$ cat config.mk
export PLATFORM = sky130hd
export DESIGN_NAME = pwr_epoch_ctrl
export DESIGN_NICKNAME = d
export VERILOG_FILES = /design/src/core/pwr_epoch_pkg.sv /design/src/core/pwr_epoch_ctrl.sv
export SDC_FILE = /design/constraint.sdc
export NUM_CORES = 1
export LEC_CHECK = 0
export BUFFER_PORTS_ARGS = -buffer_cell sky130_fd_sc_hd__buf_2
export CAP_MARGIN = 15
export CORE_ASPECT_RATIO = 1.25
export CORE_MARGIN = 10
export CORE_UTILIZATION = 23
export CTS_CLUSTER_SIZE = 24
export DETAILED_ROUTE_END_ITERATION = 16
export PLACE_DENSITY = 0.39
export SYNTH_ARGS = -nofsm -noshare
export SYNTH_HDL_FRONTEND = slang
export SYNTH_SLANG_ARGS = --single-unit
$ cat constraint.sdc
create_clock -name clk -period 6.7 [get_ports clk]
set_input_delay 1.34 -clock clk [delete_from_list [all_inputs] [get_ports clk]]
set_output_delay 1.34 -clock clk [all_outputs]
set_load 0.05 [all_outputs]
$ cat src/core/pwr_epoch_pkg.sv
/*
 * constants, register map and state type for the power-state and
 * navigation-epoch timing block.
 * assumes a single 200 MHz clock and an apb master on the register side.
 */
// Summary of operation
// RULE1 - power request forces inactive in any mode
// RULE2 - inactive until timeout or pin wake
// RULE3 - power request overrides power save scheduling
// RULE4 - after wake, power save resumes as configured
// RULE5 - peak current limit applies in all modes
// RULE6 - pin forced-off also works without power save
// RULE7 - continuous mode uses configured measurement period
// RULE8 - power save only with valid measurement period
// RULE9 - power optimized tracking uses measurement period
// RULE10 - cyclic falls back to on/off unless stay-cyclic
// RULE11 - on/off acquisition fixed at 2 Hz
// RULE12 - tracking and other states use configured rate
// RULE13 - software backup via request, behaves like on/off
// RULE14 - divide clock to 1 kHz reference tick
// RULE15 - local time counts ticks in milliseconds
// RULE16 - local time jumps to system time estimate
// RULE17 - solutions start on nearest reference tick
// RULE18 - epochs 1000 ticks, occasionally 999 or 1001
// RULE19 - epoch time converted to gps and utc
// RULE20 - default offsets used, flagged invalid
// RULE21 - wake ignored while already active
// RULE22 - wake pins synchronised before edge detection
`default_nettype none
package pwr_epoch_pkg;
    // clock and reference tick
    localparam int CLK_PERIOD_NS = 5;
    localparam int TICK_PERIOD_US = 1000;
    localparam int TICK_CYCLES = TICK_PERIOD_US * 1000 / CLK_PERIOD_NS;
    localparam int DIV_W = 18;
    // rates in ms
    localparam logic [15:0] ACQ_PERIOD_MS = 16'h01f4;
    localparam logic [15:0] MEASUREMENT_PERIOD_HALF_MS = 16'h01f4;
    localparam logic [15:0] MEASUREMENT_PERIOD_STEP_MS = 16'h03e8;
    localparam int MEASUREMENT_PERIOD_MULT_MAX = 10;
    localparam logic [15:0] MEASUREMENT_PERIOD_RESET = 16'h03e8;
    // register byte offsets
    localparam logic [7:0] ADDR_CTRL = 8'h00;
    localparam logic [7:0] ADDR_RATE = 8'h04;
    localparam logic [7:0] ADDR_PMREQ = 8'h08;
    localparam logic [7:0] ADDR_STATUS = 8'h0c;
    localparam logic [7:0] ADDR_TIME = 8'h10;
    localparam logic [7:0] ADDR_DRIFT = 8'h14;
    localparam logic [7:0] ADDR_LEAP = 8'h18;
    localparam logic [7:0] ADDR_GPS = 8'h1c;
    localparam logic [7:0] ADDR_UTC = 8'h20;
    // field positions
    localparam int CTRL_PEAK_BIT = 2;
    localparam int CTRL_STAY_BIT = 3;
    localparam int CTRL_FOFF_BIT = 4;
    localparam int PMREQ_BACKUP_BIT = 31;
    // mode codes
    localparam logic [1:0] MODE_CONT = 2'h0;
    localparam logic [1:0] MODE_ONOFF = 2'h1;
    localparam logic [1:0] MODE_CYCLIC = 2'h2;
    // drift correction codes
    localparam logic [1:0] DRIFT_PLUS = 2'h1;
    localparam logic [1:0] DRIFT_MINUS = 2'h3;
    // default leap offset when no conversion parameters are held
    localparam logic [7:0] LEAP_DEFAULT = 8'h00;
    localparam logic [9:0] MS_PER_S = 10'h3e8;
    // wake pin positions in the synchroniser vector
    localparam int PIN_EXT = 0;
    localparam int PIN_RX = 1;
    localparam int PIN_CS = 2;
    localparam int PIN_RSTN = 3;
    typedef enum logic [2:0] {st_cont, st_acq, st_track, st_pot, st_inactive} pwr_state_t;
endpackage
`default_nettype wire

$ cat src/core/pwr_epoch_ctrl.sv
/*
 * power-state sequencer and 1 kHz epoch timer with apb register slave.
 * assumes pins are asynchronous, fix_available comes from logic on clk.
 */
// Our own choices: the APB slave port and the register offsets.
`default_nettype none
module pwr_epoch_ctrl #(
    parameter int tick_cycles = pwr_epoch_pkg::TICK_CYCLES
) (
    input wire logic clk,
    input wire logic srst,
    input wire logic psel,
    input wire logic penable,
    input wire logic pwrite,
    input wire logic [7:0] paddr,
    input wire logic [31:0] pwdata,
    output logic [31:0] prdata,
    output logic pready,
    output logic pslverr,
    input wire logic external_interrupt_pin,
    input wire logic serial_rx,
    input wire logic serial_cs_n,
    input wire logic active_low_reset_pin,
    input wire logic fix_available,
    output logic ms_tick,
    output logic nav_epoch,
    output logic receiver_inactive,
    output logic peak_current_limit,
    output logic fixed_rate_2hz
);
    import pwr_epoch_pkg::*;

    // whole block state in one record
    typedef struct packed {
        logic [3:0] sync1;
        logic [3:0] sync2;
        logic [3:0] prev;
        logic pready;
        logic pslverr;
        logic [31:0] prdata;
        logic [DIV_W-1:0] div_cnt;
        logic tick;
        logic [31:0] local_ms;
        logic time_valid;
        logic [15:0] epoch_cnt;
        logic epoch;
        logic [1:0] drift;
        logic [31:0] gps_ms;
        logic [31:0] utc_ms;
        logic [7:0] leap;
        logic leap_valid;
        logic [1:0] cfg_mode;
        logic [1:0] eff_mode;
        logic peak;
        logic stay;
        logic foff_en;
        logic [15:0] measurement_period;
        logic cfg_err;
        logic backup;
        logic [23:0] sleep_ms;
        pwr_state_t st;
        logic inactive_o;
        logic fixed_o;
    } regs_t;

    regs_t r; // registered state
    regs_t n; // next state

    // measurement period legal for power save
    function automatic logic measurement_period_ok(input logic [15:0] v);
        logic ok;
        ok = (v == MEASUREMENT_PERIOD_HALF_MS);
        for (int k = 1; k <= MEASUREMENT_PERIOD_MULT_MAX; k++)
        begin
            if (v == 16'(k * 1000))
            begin
                ok = 1'b1;
            end
        end
        return ok;
    endfunction

    // change to on/off or cyclic accepted only with a legal period; continuous always, mode 3 never
    function automatic logic ctrl_ok(input logic [1:0] m, input logic [15:0] v);
        return (m == MODE_CONT) || ((m != 2'h3) && measurement_period_ok(v));
    endfunction

    logic [3:0] pin_edge; // any-edge per pin
    logic wake; // wake event seen at pins
    logic ext_fell; // forced-off trigger
    logic active; // acquisition, tracking, pot or continuous
    logic onoff_like; // on/off or software backup behaviour
    logic [15:0] period; // epoch spacing in ticks
    logic [16:0] reload; // period with drift step
    logic access; // apb access phase
    logic taken; // transfer completes this edge
    logic hit; // mapped offset
    logic wr_err; // rejected write
    logic [31:0] utc_calc; // utc from gps minus leap

    // pin edge detection on second-stage and third-stage values only
    always_comb
    begin
        pin_edge = r.sync2 ^ r.prev; // RULE22
        wake = pin_edge[PIN_EXT] | pin_edge[PIN_RX]
            | (r.prev[PIN_CS] & ~r.sync2[PIN_CS])
            | (~r.prev[PIN_RSTN] & r.sync2[PIN_RSTN]); // RULE2
        ext_fell = r.prev[PIN_EXT] & ~r.sync2[PIN_EXT];
        active = (r.st != st_inactive);
        onoff_like = (r.eff_mode == MODE_ONOFF) | r.backup;
        // acquisition in on/off is pinned to 2 Hz, everything else follows config
        if ((r.st == st_acq) && onoff_like)
        begin
            period = ACQ_PERIOD_MS; // RULE11
        end
        else
        begin
            period = r.measurement_period; // RULE7 RULE9 RULE12
        end
        case (r.drift)
            DRIFT_PLUS: reload = {1'b0, period} + 17'h00001; // RULE18
            DRIFT_MINUS: reload = {1'b0, period} - 17'h00001; // RULE18
            default: reload = {1'b0, period};
        endcase
        access = psel & penable;
        taken = access & r.pready;
        hit = (paddr == ADDR_CTRL) || (paddr == ADDR_RATE) || (paddr == ADDR_PMREQ)
            || (paddr == ADDR_STATUS) || (paddr == ADDR_TIME) || (paddr == ADDR_DRIFT)
            || (paddr == ADDR_LEAP) || (paddr == ADDR_GPS) || (paddr == ADDR_UTC);
        wr_err = pwrite && (((paddr == ADDR_CTRL) && !ctrl_ok(pwdata[1:0], r.measurement_period))
            || ((paddr == ADDR_RATE) && (r.eff_mode != MODE_CONT)
            && !measurement_period_ok(pwdata[15:0]))); // RULE8
        // both factors widened first so leap seconds above one never wrap the product
        utc_calc = r.local_ms - (32'(r.leap) * 32'(MS_PER_S)); // RULE19 RULE20
    end

    // next-state logic for the whole block
    always_comb
    begin
        n = r;
        // two-stage synchroniser, third stage for edges
        n.sync1 = {active_low_reset_pin, serial_cs_n, serial_rx, external_interrupt_pin};
        n.sync2 = r.sync1; // RULE22
        n.prev = r.sync2;
        n.tick = 1'b0;
        n.epoch = 1'b0;
        // divider to the 1 kHz reference
        if (r.div_cnt == DIV_W'(tick_cycles - 1))
        begin
            n.div_cnt = '0;
            n.tick = 1'b1; // RULE14
        end
        else
        begin
            n.div_cnt = r.div_cnt + 1'b1;
        end
        // local time runs in ms even while inactive
        if (r.tick)
        begin
            n.local_ms = r.local_ms + 32'h00000001; // RULE15 RULE16
        end
        // epochs land on a tick; drift steps are taken one epoch at a time
        if (r.tick && active)
        begin
            if (r.epoch_cnt <= 16'h0001)
            begin
                n.epoch = 1'b1; // RULE17
                n.epoch_cnt = reload[15:0]; // RULE18
                n.drift = 2'h0;
                n.gps_ms = r.local_ms; // RULE19
                n.utc_ms = utc_calc; // RULE19 RULE20
            end
            else
            begin
                n.epoch_cnt = r.epoch_cnt - 16'h0001;
            end
        end
        // power state machine
        case (r.st)
            st_cont:
            begin
                n.st = st_cont; // RULE21
            end
            st_acq:
            begin
                if (fix_available)
                begin
                    if ((r.eff_mode == MODE_CONT) && r.backup)
                    begin
                        n.st = st_cont;
                        n.backup = 1'b0;
                    end
                    else
                    begin
                        n.st = st_track; // RULE12
                    end
                end
            end
            st_track:
            begin
                // cyclic drops into pot at the next epoch
                if ((r.eff_mode == MODE_CYCLIC) && r.epoch)
                begin
                    n.st = st_pot; // RULE9
                end
            end
            st_pot:
            begin
                if (!fix_available)
                begin
                    n.st = st_acq;
                    if (!r.stay)
                    begin
                        n.eff_mode = MODE_ONOFF; // RULE10
                    end
                end
            end
            st_inactive:
            begin
                // timer 0 means stay until a pin wakes us
                if (r.tick && (r.sleep_ms != 24'h000000))
                begin
                    n.sleep_ms = r.sleep_ms - 24'h000001;
                end
                if (wake || (r.tick && (r.sleep_ms == 24'h000001)))
                begin
                    n.sleep_ms = 24'h000000;
                    n.epoch_cnt = 16'h0001;
                    // stored mode kept through sleep, so psm resumes as set
                    if ((r.eff_mode == MODE_CONT) && !r.backup)
                    begin
                        n.st = st_cont; // RULE2
                    end
                    else
                    begin
                        n.st = st_acq; // RULE4 RULE13
                    end
                end
            end
            default:
            begin
                n.st = st_cont;
            end
        endcase
        // pin forced-off acts regardless of power save being on
        if (r.foff_en && ext_fell && active)
        begin
            n.st = st_inactive; // RULE6
            n.sleep_ms = 24'h000000;
        end
        // apb: one wait cycle, answer registered
        n.pready = access & ~r.pready;
        n.pslverr = 1'b0;
        if (access && !r.pready)
        begin
            n.pslverr = !hit || wr_err;
            n.prdata = 32'h00000000;
            case (paddr)
                ADDR_CTRL: n.prdata = {27'h0, r.foff_en, r.stay, r.peak, r.cfg_mode};
                ADDR_RATE: n.prdata = {16'h0000, r.measurement_period};
                ADDR_STATUS: n.prdata = {22'h0, r.leap_valid & r.time_valid, r.time_valid,
                    r.cfg_err, r.backup, r.eff_mode, 1'b0, r.st};
                ADDR_TIME: n.prdata = r.local_ms;
                ADDR_LEAP: n.prdata = {24'h000000, r.leap};
                ADDR_GPS: n.prdata = r.gps_ms;
                ADDR_UTC: n.prdata = r.utc_ms;
                default: n.prdata = 32'h00000000;
            endcase
        end
        // writes take effect at the edge that completes the transfer
        if (taken && pwrite)
        begin
            case (paddr)
                ADDR_CTRL:
                begin
                    if (ctrl_ok(pwdata[1:0], r.measurement_period))
                    begin
                        n.cfg_mode = pwdata[1:0];
                        n.eff_mode = pwdata[1:0];
                        n.peak = pwdata[CTRL_PEAK_BIT]; // RULE5
                        n.stay = pwdata[CTRL_STAY_BIT];
                        n.foff_en = pwdata[CTRL_FOFF_BIT];
                        n.cfg_err = 1'b0;
                        if (active)
                        begin
                            n.st = (pwdata[1:0] == MODE_CONT) ? st_cont : st_acq;
                        end
                    end
                    else
                    begin
                        n.cfg_err = 1'b1; // RULE8
                    end
                end
                ADDR_RATE:
                begin
                    if (!wr_err)
                    begin
                        n.measurement_period = pwdata[15:0];
                    end
                end
                ADDR_PMREQ:
                begin
                    // overrides whatever the scheduler was doing
                    n.st = st_inactive; // RULE1 RULE3
                    n.sleep_ms = pwdata[23:0]; // RULE2
                    n.backup = pwdata[PMREQ_BACKUP_BIT]; // RULE13
                end
                ADDR_TIME:
                begin
                    n.local_ms = pwdata; // RULE16
                    n.time_valid = 1'b1;
                end
                ADDR_DRIFT:
                begin
                    n.drift = pwdata[1:0]; // RULE18
                end
                ADDR_LEAP:
                begin
                    n.leap = pwdata[7:0];
                    n.leap_valid = 1'b1; // RULE20
                end
                default:
                begin
                    n.drift = n.drift;
                end
            endcase
        end
        // registered outputs
        n.inactive_o = (n.st == st_inactive);
        n.fixed_o = (n.st == st_acq) && ((n.eff_mode == MODE_ONOFF) || n.backup);
    end

    // state register, synchronous reset
    always_ff @(posedge clk)
    begin
        if (srst)
        begin
            r <= '0;
            r.measurement_period <= MEASUREMENT_PERIOD_RESET;
            r.leap <= LEAP_DEFAULT;
            r.epoch_cnt <= MEASUREMENT_PERIOD_RESET;
            r.sync1 <= 4'hf;
            r.sync2 <= 4'hf;
            r.prev <= 4'hf;
            r.st <= st_cont;
        end
        else
        begin
            r <= n;
        end
    end

    assign prdata = r.prdata;
    assign pready = r.pready;
    assign pslverr = r.pslverr;
    assign ms_tick = r.tick;
    assign nav_epoch = r.epoch;
    assign receiver_inactive = r.inactive_o;
    assign peak_current_limit = r.peak;
    assign fixed_rate_2hz = r.fixed_o;
endmodule // pwr_epoch_ctrl
`default_nettype wire

======== Word-level counts from Yosys, hierarchy flattened ========
Cells that the tools add are included.
storage, ports and cells
  bits in registers ....................... 244
  bits of input ports ..................... 50
  word-level logic and storage cells ...... 217
cells by class
  add/subtract/negate cells ............... 7
  multiply operators ...................... 1
  order comparisons ....................... 1
  equality and inequality tests ........... 45
  mux-type cells .......................... 64
  bitwise logic cells ..................... 19
  reductions and logical operators ........ 51
operators with widths
  operator                                                                  count
  32-bit one-hot mux with 7 select lines                                    1
  16-bit by 13-bit equality test with 1-bit output (second input constant)  8
  16-bit 2-to-1 mux                                                         6
  83-bit 2-to-1 mux                                                         1
  67-bit 2-to-1 mux                                                         1
  33-bit 2-to-1 mux                                                         2
  16-bit by 12-bit equality test with 1-bit output (second input constant)  4
  16-bit by 14-bit equality test with 1-bit output (second input constant)  4
  27-bit 2-to-1 mux                                                         2
  50-bit 2-to-1 mux                                                         1
  24-bit 2-to-1 mux                                                         2
  32-bit by 1-bit adder with 32-bit output (second input constant)          1
  16-bit by 10-bit equality test with 1-bit output (second input constant)  2
  16-bit by 11-bit equality test with 1-bit output (second input constant)  2
  16-bit by 9-bit equality test with 1-bit output (second input constant)   2
  8-bit by 5-bit equality test with 1-bit output (second input constant)    4
  32-bit 2-to-1 mux                                                         1
  16-bit one-hot mux with 2 select lines                                    1
  16-bit by 1-bit subtractor with 16-bit output (second input constant)     2
  32-bit by 18-bit subtractor with 32-bit output                            1
  1-bit 2-to-1 mux                                                          30
  25-bit 2-to-1 mux                                                         1
  24-bit by 1-bit equality test with 1-bit output (second input constant)   1
  24-bit nonzero test                                                       1
  other kinds (34)                                                          107

======== Longest topological paths before layout ========
  depth after elaboration ................. 23
  mapped depth ............................ 23
  gate-level depth less buffers ........... 23

======== Least setup slack after synthesis ========
OpenSTA, ideal clock, no wires.
  kind .................................... reg-to-reg
  start ................................... register r[56] (netlist name)
  end ..................................... register r[94] (netlist name)
  library setup time ...................... 132 ps
  arrival ................................. 5873 ps
  required time ........................... 6568 ps
  setup slack ............................. 694 ps
  cell stages (with the launch flop) ...... 24
  path buffers ............................ 0
  path through ............................ dfxtp_1 -> fa_1 -> xor2_1 -> ha_1 -> fa_1 -> inv_1 -> fa_1 -> inv_1 -> ha_1 -> nor2b_1 -> o21ai_0 -> a21oi_1 -> a41o_1 -> o41ai_1 -> xnor2_1 -> ha_1 -> nor3_2 -> nand2b_1 -> or3_1 -> or3_1 -> or3_1 -> nor4b_2 -> xnor2_1 -> a21oi_1
between the ends
  longest elaborated chain between the ends .. 2
RTL lines
  what                                            RTL line               text
  start, declared                                 pwr_epoch_ctrl.sv:66   regs_t r;
  start signal, assigned                          pwr_epoch_ctrl.sv:349  r <= n;
  8-bit by 7-bit multiplier with 15-bit output    pwr_epoch_ctrl.sv:134  utc_calc = r.local_ms - (32'(r.leap) * 32'(MS_PER_S));
  32-bit by 18-bit subtractor with 32-bit output  pwr_epoch_ctrl.sv:134
No other way between the ends.
A chain may end at the register's enable or synchronous reset.

======== Worst setup path after layout ========
  start ................................... register r[55] (netlist name)
  end ..................................... register r[94] (netlist name)
Same word-level chain as after synthesis.

==> metrics.cfg <==
[run_status]
outcome=complete, no violations

[timing]
rsz0062_at_grt=no
tns_ns=0
tightest_slew_ns=1.069
final_hold_viol_count=0
slew_violations=0
min_period_over_period=0.9352
skew_ns=0.03201
fin_crit_ns=6.266
worst_slack_ns=0.4339
fmax_ghz=0.1596
timing.slew.headroom=0.2848
setup_viol=0

[yosys]
syn_inst=1871
synth.distinct_cells=83
synth_top_area_cell=dfxtp_1
synth_edf_count=0
ys_seq_area_frac=0.3236
synth.area.top_cells=dfxtp_1 (32%), ha_1 (6.2%), a21oi_1 (5.7%)
avgSynthCellArea_sq_um=7.969
synth_nets=2018
synthArstFlopShare=0
synth_top_area_share=0.3236
synth_area_sq_um=14910
ys_seq_elements=241
synth_commonest_cells=dfxtp_1 (241), nand2_1 (223), nor2_1 (210)
yosysMostFrequentCell=dfxtp_1
synthFlopType=dfxtp_1
yosys_warnings=0

[die]
dieArea_sq_um=75470
core_area_sq_um=64280
placementRows=104
io_pins=89
start_util=0.2319
fp.dieH_microns=304.7
die_x_microns=247.7

[worst_hold_path]
hold_path_class=reg -> reg

[power_and_ir_drop]
peakVddDrop_mv=0.1795
power-per-cell-area_nw_per_um2=191.0
leakagePower_nw=6.277

[final_layout]
drive_gt1_frac=0.1094
n_antenna_cell=0
largest_reg_flops=194
synthToLayoutAreaGrowth_pct=13.52
largest_register=r
nets=2016

[worst_setup_path]
worstSetupStartpointType=register
crit_chain=fa_1 -> xor2_1 -> ha_1 -> fa_1 -> inv_1 -> fa_1 -> inv_1 -> ha_1 -> nor2b_1 -> o21ai_0 -> a21oi_1 -> a41o_1 -> o41ai_2 -> xnor2_1 -> ha_1 -> nor3_2 -> nand2b_1 -> or3_1 -> or3_1 -> or3_1 -> nor4b_2 -> xnor2_1 -> a21oi_1
critPathArrivalTime_ns=6.68
crit_required_ns=7.12
cpMaxStageDelayCell=fa_1
cpPeakStageDelay_ns=0.60
cp-end-kind=register
crit_fanout=3
critPathKind=reg -> reg

[cts]
post-cts-setup-buffers=0
cts_sinks=241
cts_htree_levels=1
clk_pin_slew_ns=0.06
numCtsBuffers=30
cts_root_buf=clkbuf_16
cts_tree=built
worstSkewPairLatency_ns=0.59
clockBufferDepth=3

[detailed_routing]
drt-pass1-iter-count=6
routed_wl_microns=53200
drcViolationCount=0
drt_iter0_drc=913
wl_per_cell_microns=19.42
postRouteAntennaNets=0
num_vias=13480
vias_per_cell=4.921

[place]
dp_slack_ns=0.3605
hpwl_microns=38460
gp_congestion=0.8371
io_buffers=88

[grt]
antenna_found_initial=0
grt_util_all_layers=0.1382
grt_max_degree=80
grt_pass1_vias=13480
grt_first_pass_wirelength_microns=81960
overflow=0

[job]
maxCapViolCount=0

## logic make-up after synthesis
| family | Yosys count | share of synthesized area |
|---|---|---|
| multiplexers | 33 | 0.02249 |
| buffers and inverters | 206 | 0.06210 |
| XOR/XNOR | 112 | 0.06579 |
| AND/OR/NAND/NOR | 743 | 0.2442 |
| AO/OA/AOI/OAI | 439 | 0.1888 |
| adder cells (fa/ha/maj) | 97 | 0.09298 |
| flip-flops | 241 | 0.3236 |
## placed cells by master (no fill, tap or decap), types with 6 or more instances in the layout
cell type / instances
buf_2: 87
nand3b_1: 7
nor3_1: 46
clkbuf_16: 30
nand2b_1: 23
dfxtp_1: 241
a21oi_1: 171
ha_1: 74
xor2_1: 51
a22oi_1: 17
o211ai_1: 9
a222oi_1: 25
a311oi_1: 6
nor2_1: 208
or4_1: 14
and3_1: 20
nor2b_1: 15
nand4_1: 18
o21a_1: 8
o22ai_1: 7
nand4b_1: 11
a21o_1: 13
inv_1: 62
or2_2: 17
a31oi_1: 12
o21ai_1: 7
or3_1: 22
nand3_1: 54
a211oi_1: 42
buf_4: 20
nand2_1: 221
o21ai_0: 67
nor4_1: 9
mux2i_1: 29
and2_1: 18
fa_1: 23
xnor2_1: 61
## worst max-delay path, delay by kind of cell, from the launching register on
family,cells,cell delay [ns]
flip-flops,1,0.32
XOR/XNOR,3,0.49
adder cells (fa/ha/maj),6,2.42
AO/OA/AOI/OAI,5,0.95
buffers and inverters,2,0.09
AND/OR/NAND/NOR,7,1.83
## path summary, 6_finish.rpt
path	start	endpoint	slack, ns	cells after the start
worst max-delay path	r[55]	r[94]	0.43	23
worst max register to register	r[55]	r[94]	0.43	23
worst min-delay path	n[239]	n[235]	0.41	1
worst min register to register	n[239]	n[235]	0.41	1
## layer usage
layer	track usage	wire length, microns	vias up
met2	0.2514	27410	269
met1	0.1663	22540	6542
li1	-	-	6607
met3	0.01357	1892	65
met4	0.04245	1354	0
met5	0	0	-
## power by group
part           total, W  leakage, nW  switching (W)  internal, W
Sequential      0.00144         1.94     0.00000392      0.00144
Clock           0.00167        0.491       0.000708     0.000961
Combinational  0.000120         3.84      0.0000919    0.0000279
Total           0.00323         6.28       0.000804      0.00243
## what timing repair did
action / CTS / global route
gates resized for setup: 0 / 2
hold buffers: 0 / 0
endpoints found under the setup margin: 0 / 3
## area by class of cell
type | count | area [sq um]
tap | 848 | 1061
timing repair buffer | 108 | 596.8
sequential | 241 | 4825
fill | 7064 | 47360
multi-input combinational | 1424 | 9199
inverter | 64 | 240.2
clock inverter | 16 | 168.9
clock buffer | 39 | 834.6
## per-stage QoR
stage / cells / utilization / total power, W / hold WS, ns / cell area, sq um
CTS: 2739 / 0.2630 / 0.003294 / 0.4143 / 16910
detailed placement: 2684 / 0.2474 / 0.001596 / 0.3977 / 15900
global route: 2740 / 0.2633 / 0.003354 / 0.4299 / 16930
floorplan: 1871 / - / 0.001534 / 0.3895 / 14910
global placement: 2684 / 0.2474 / 0.001596 / 0.3923 / 15900
finish: 2740 / 0.2633 / 0.003232 / 0.4093 / 16930
No activity file was read; power rests on OpenSTA's default activity.
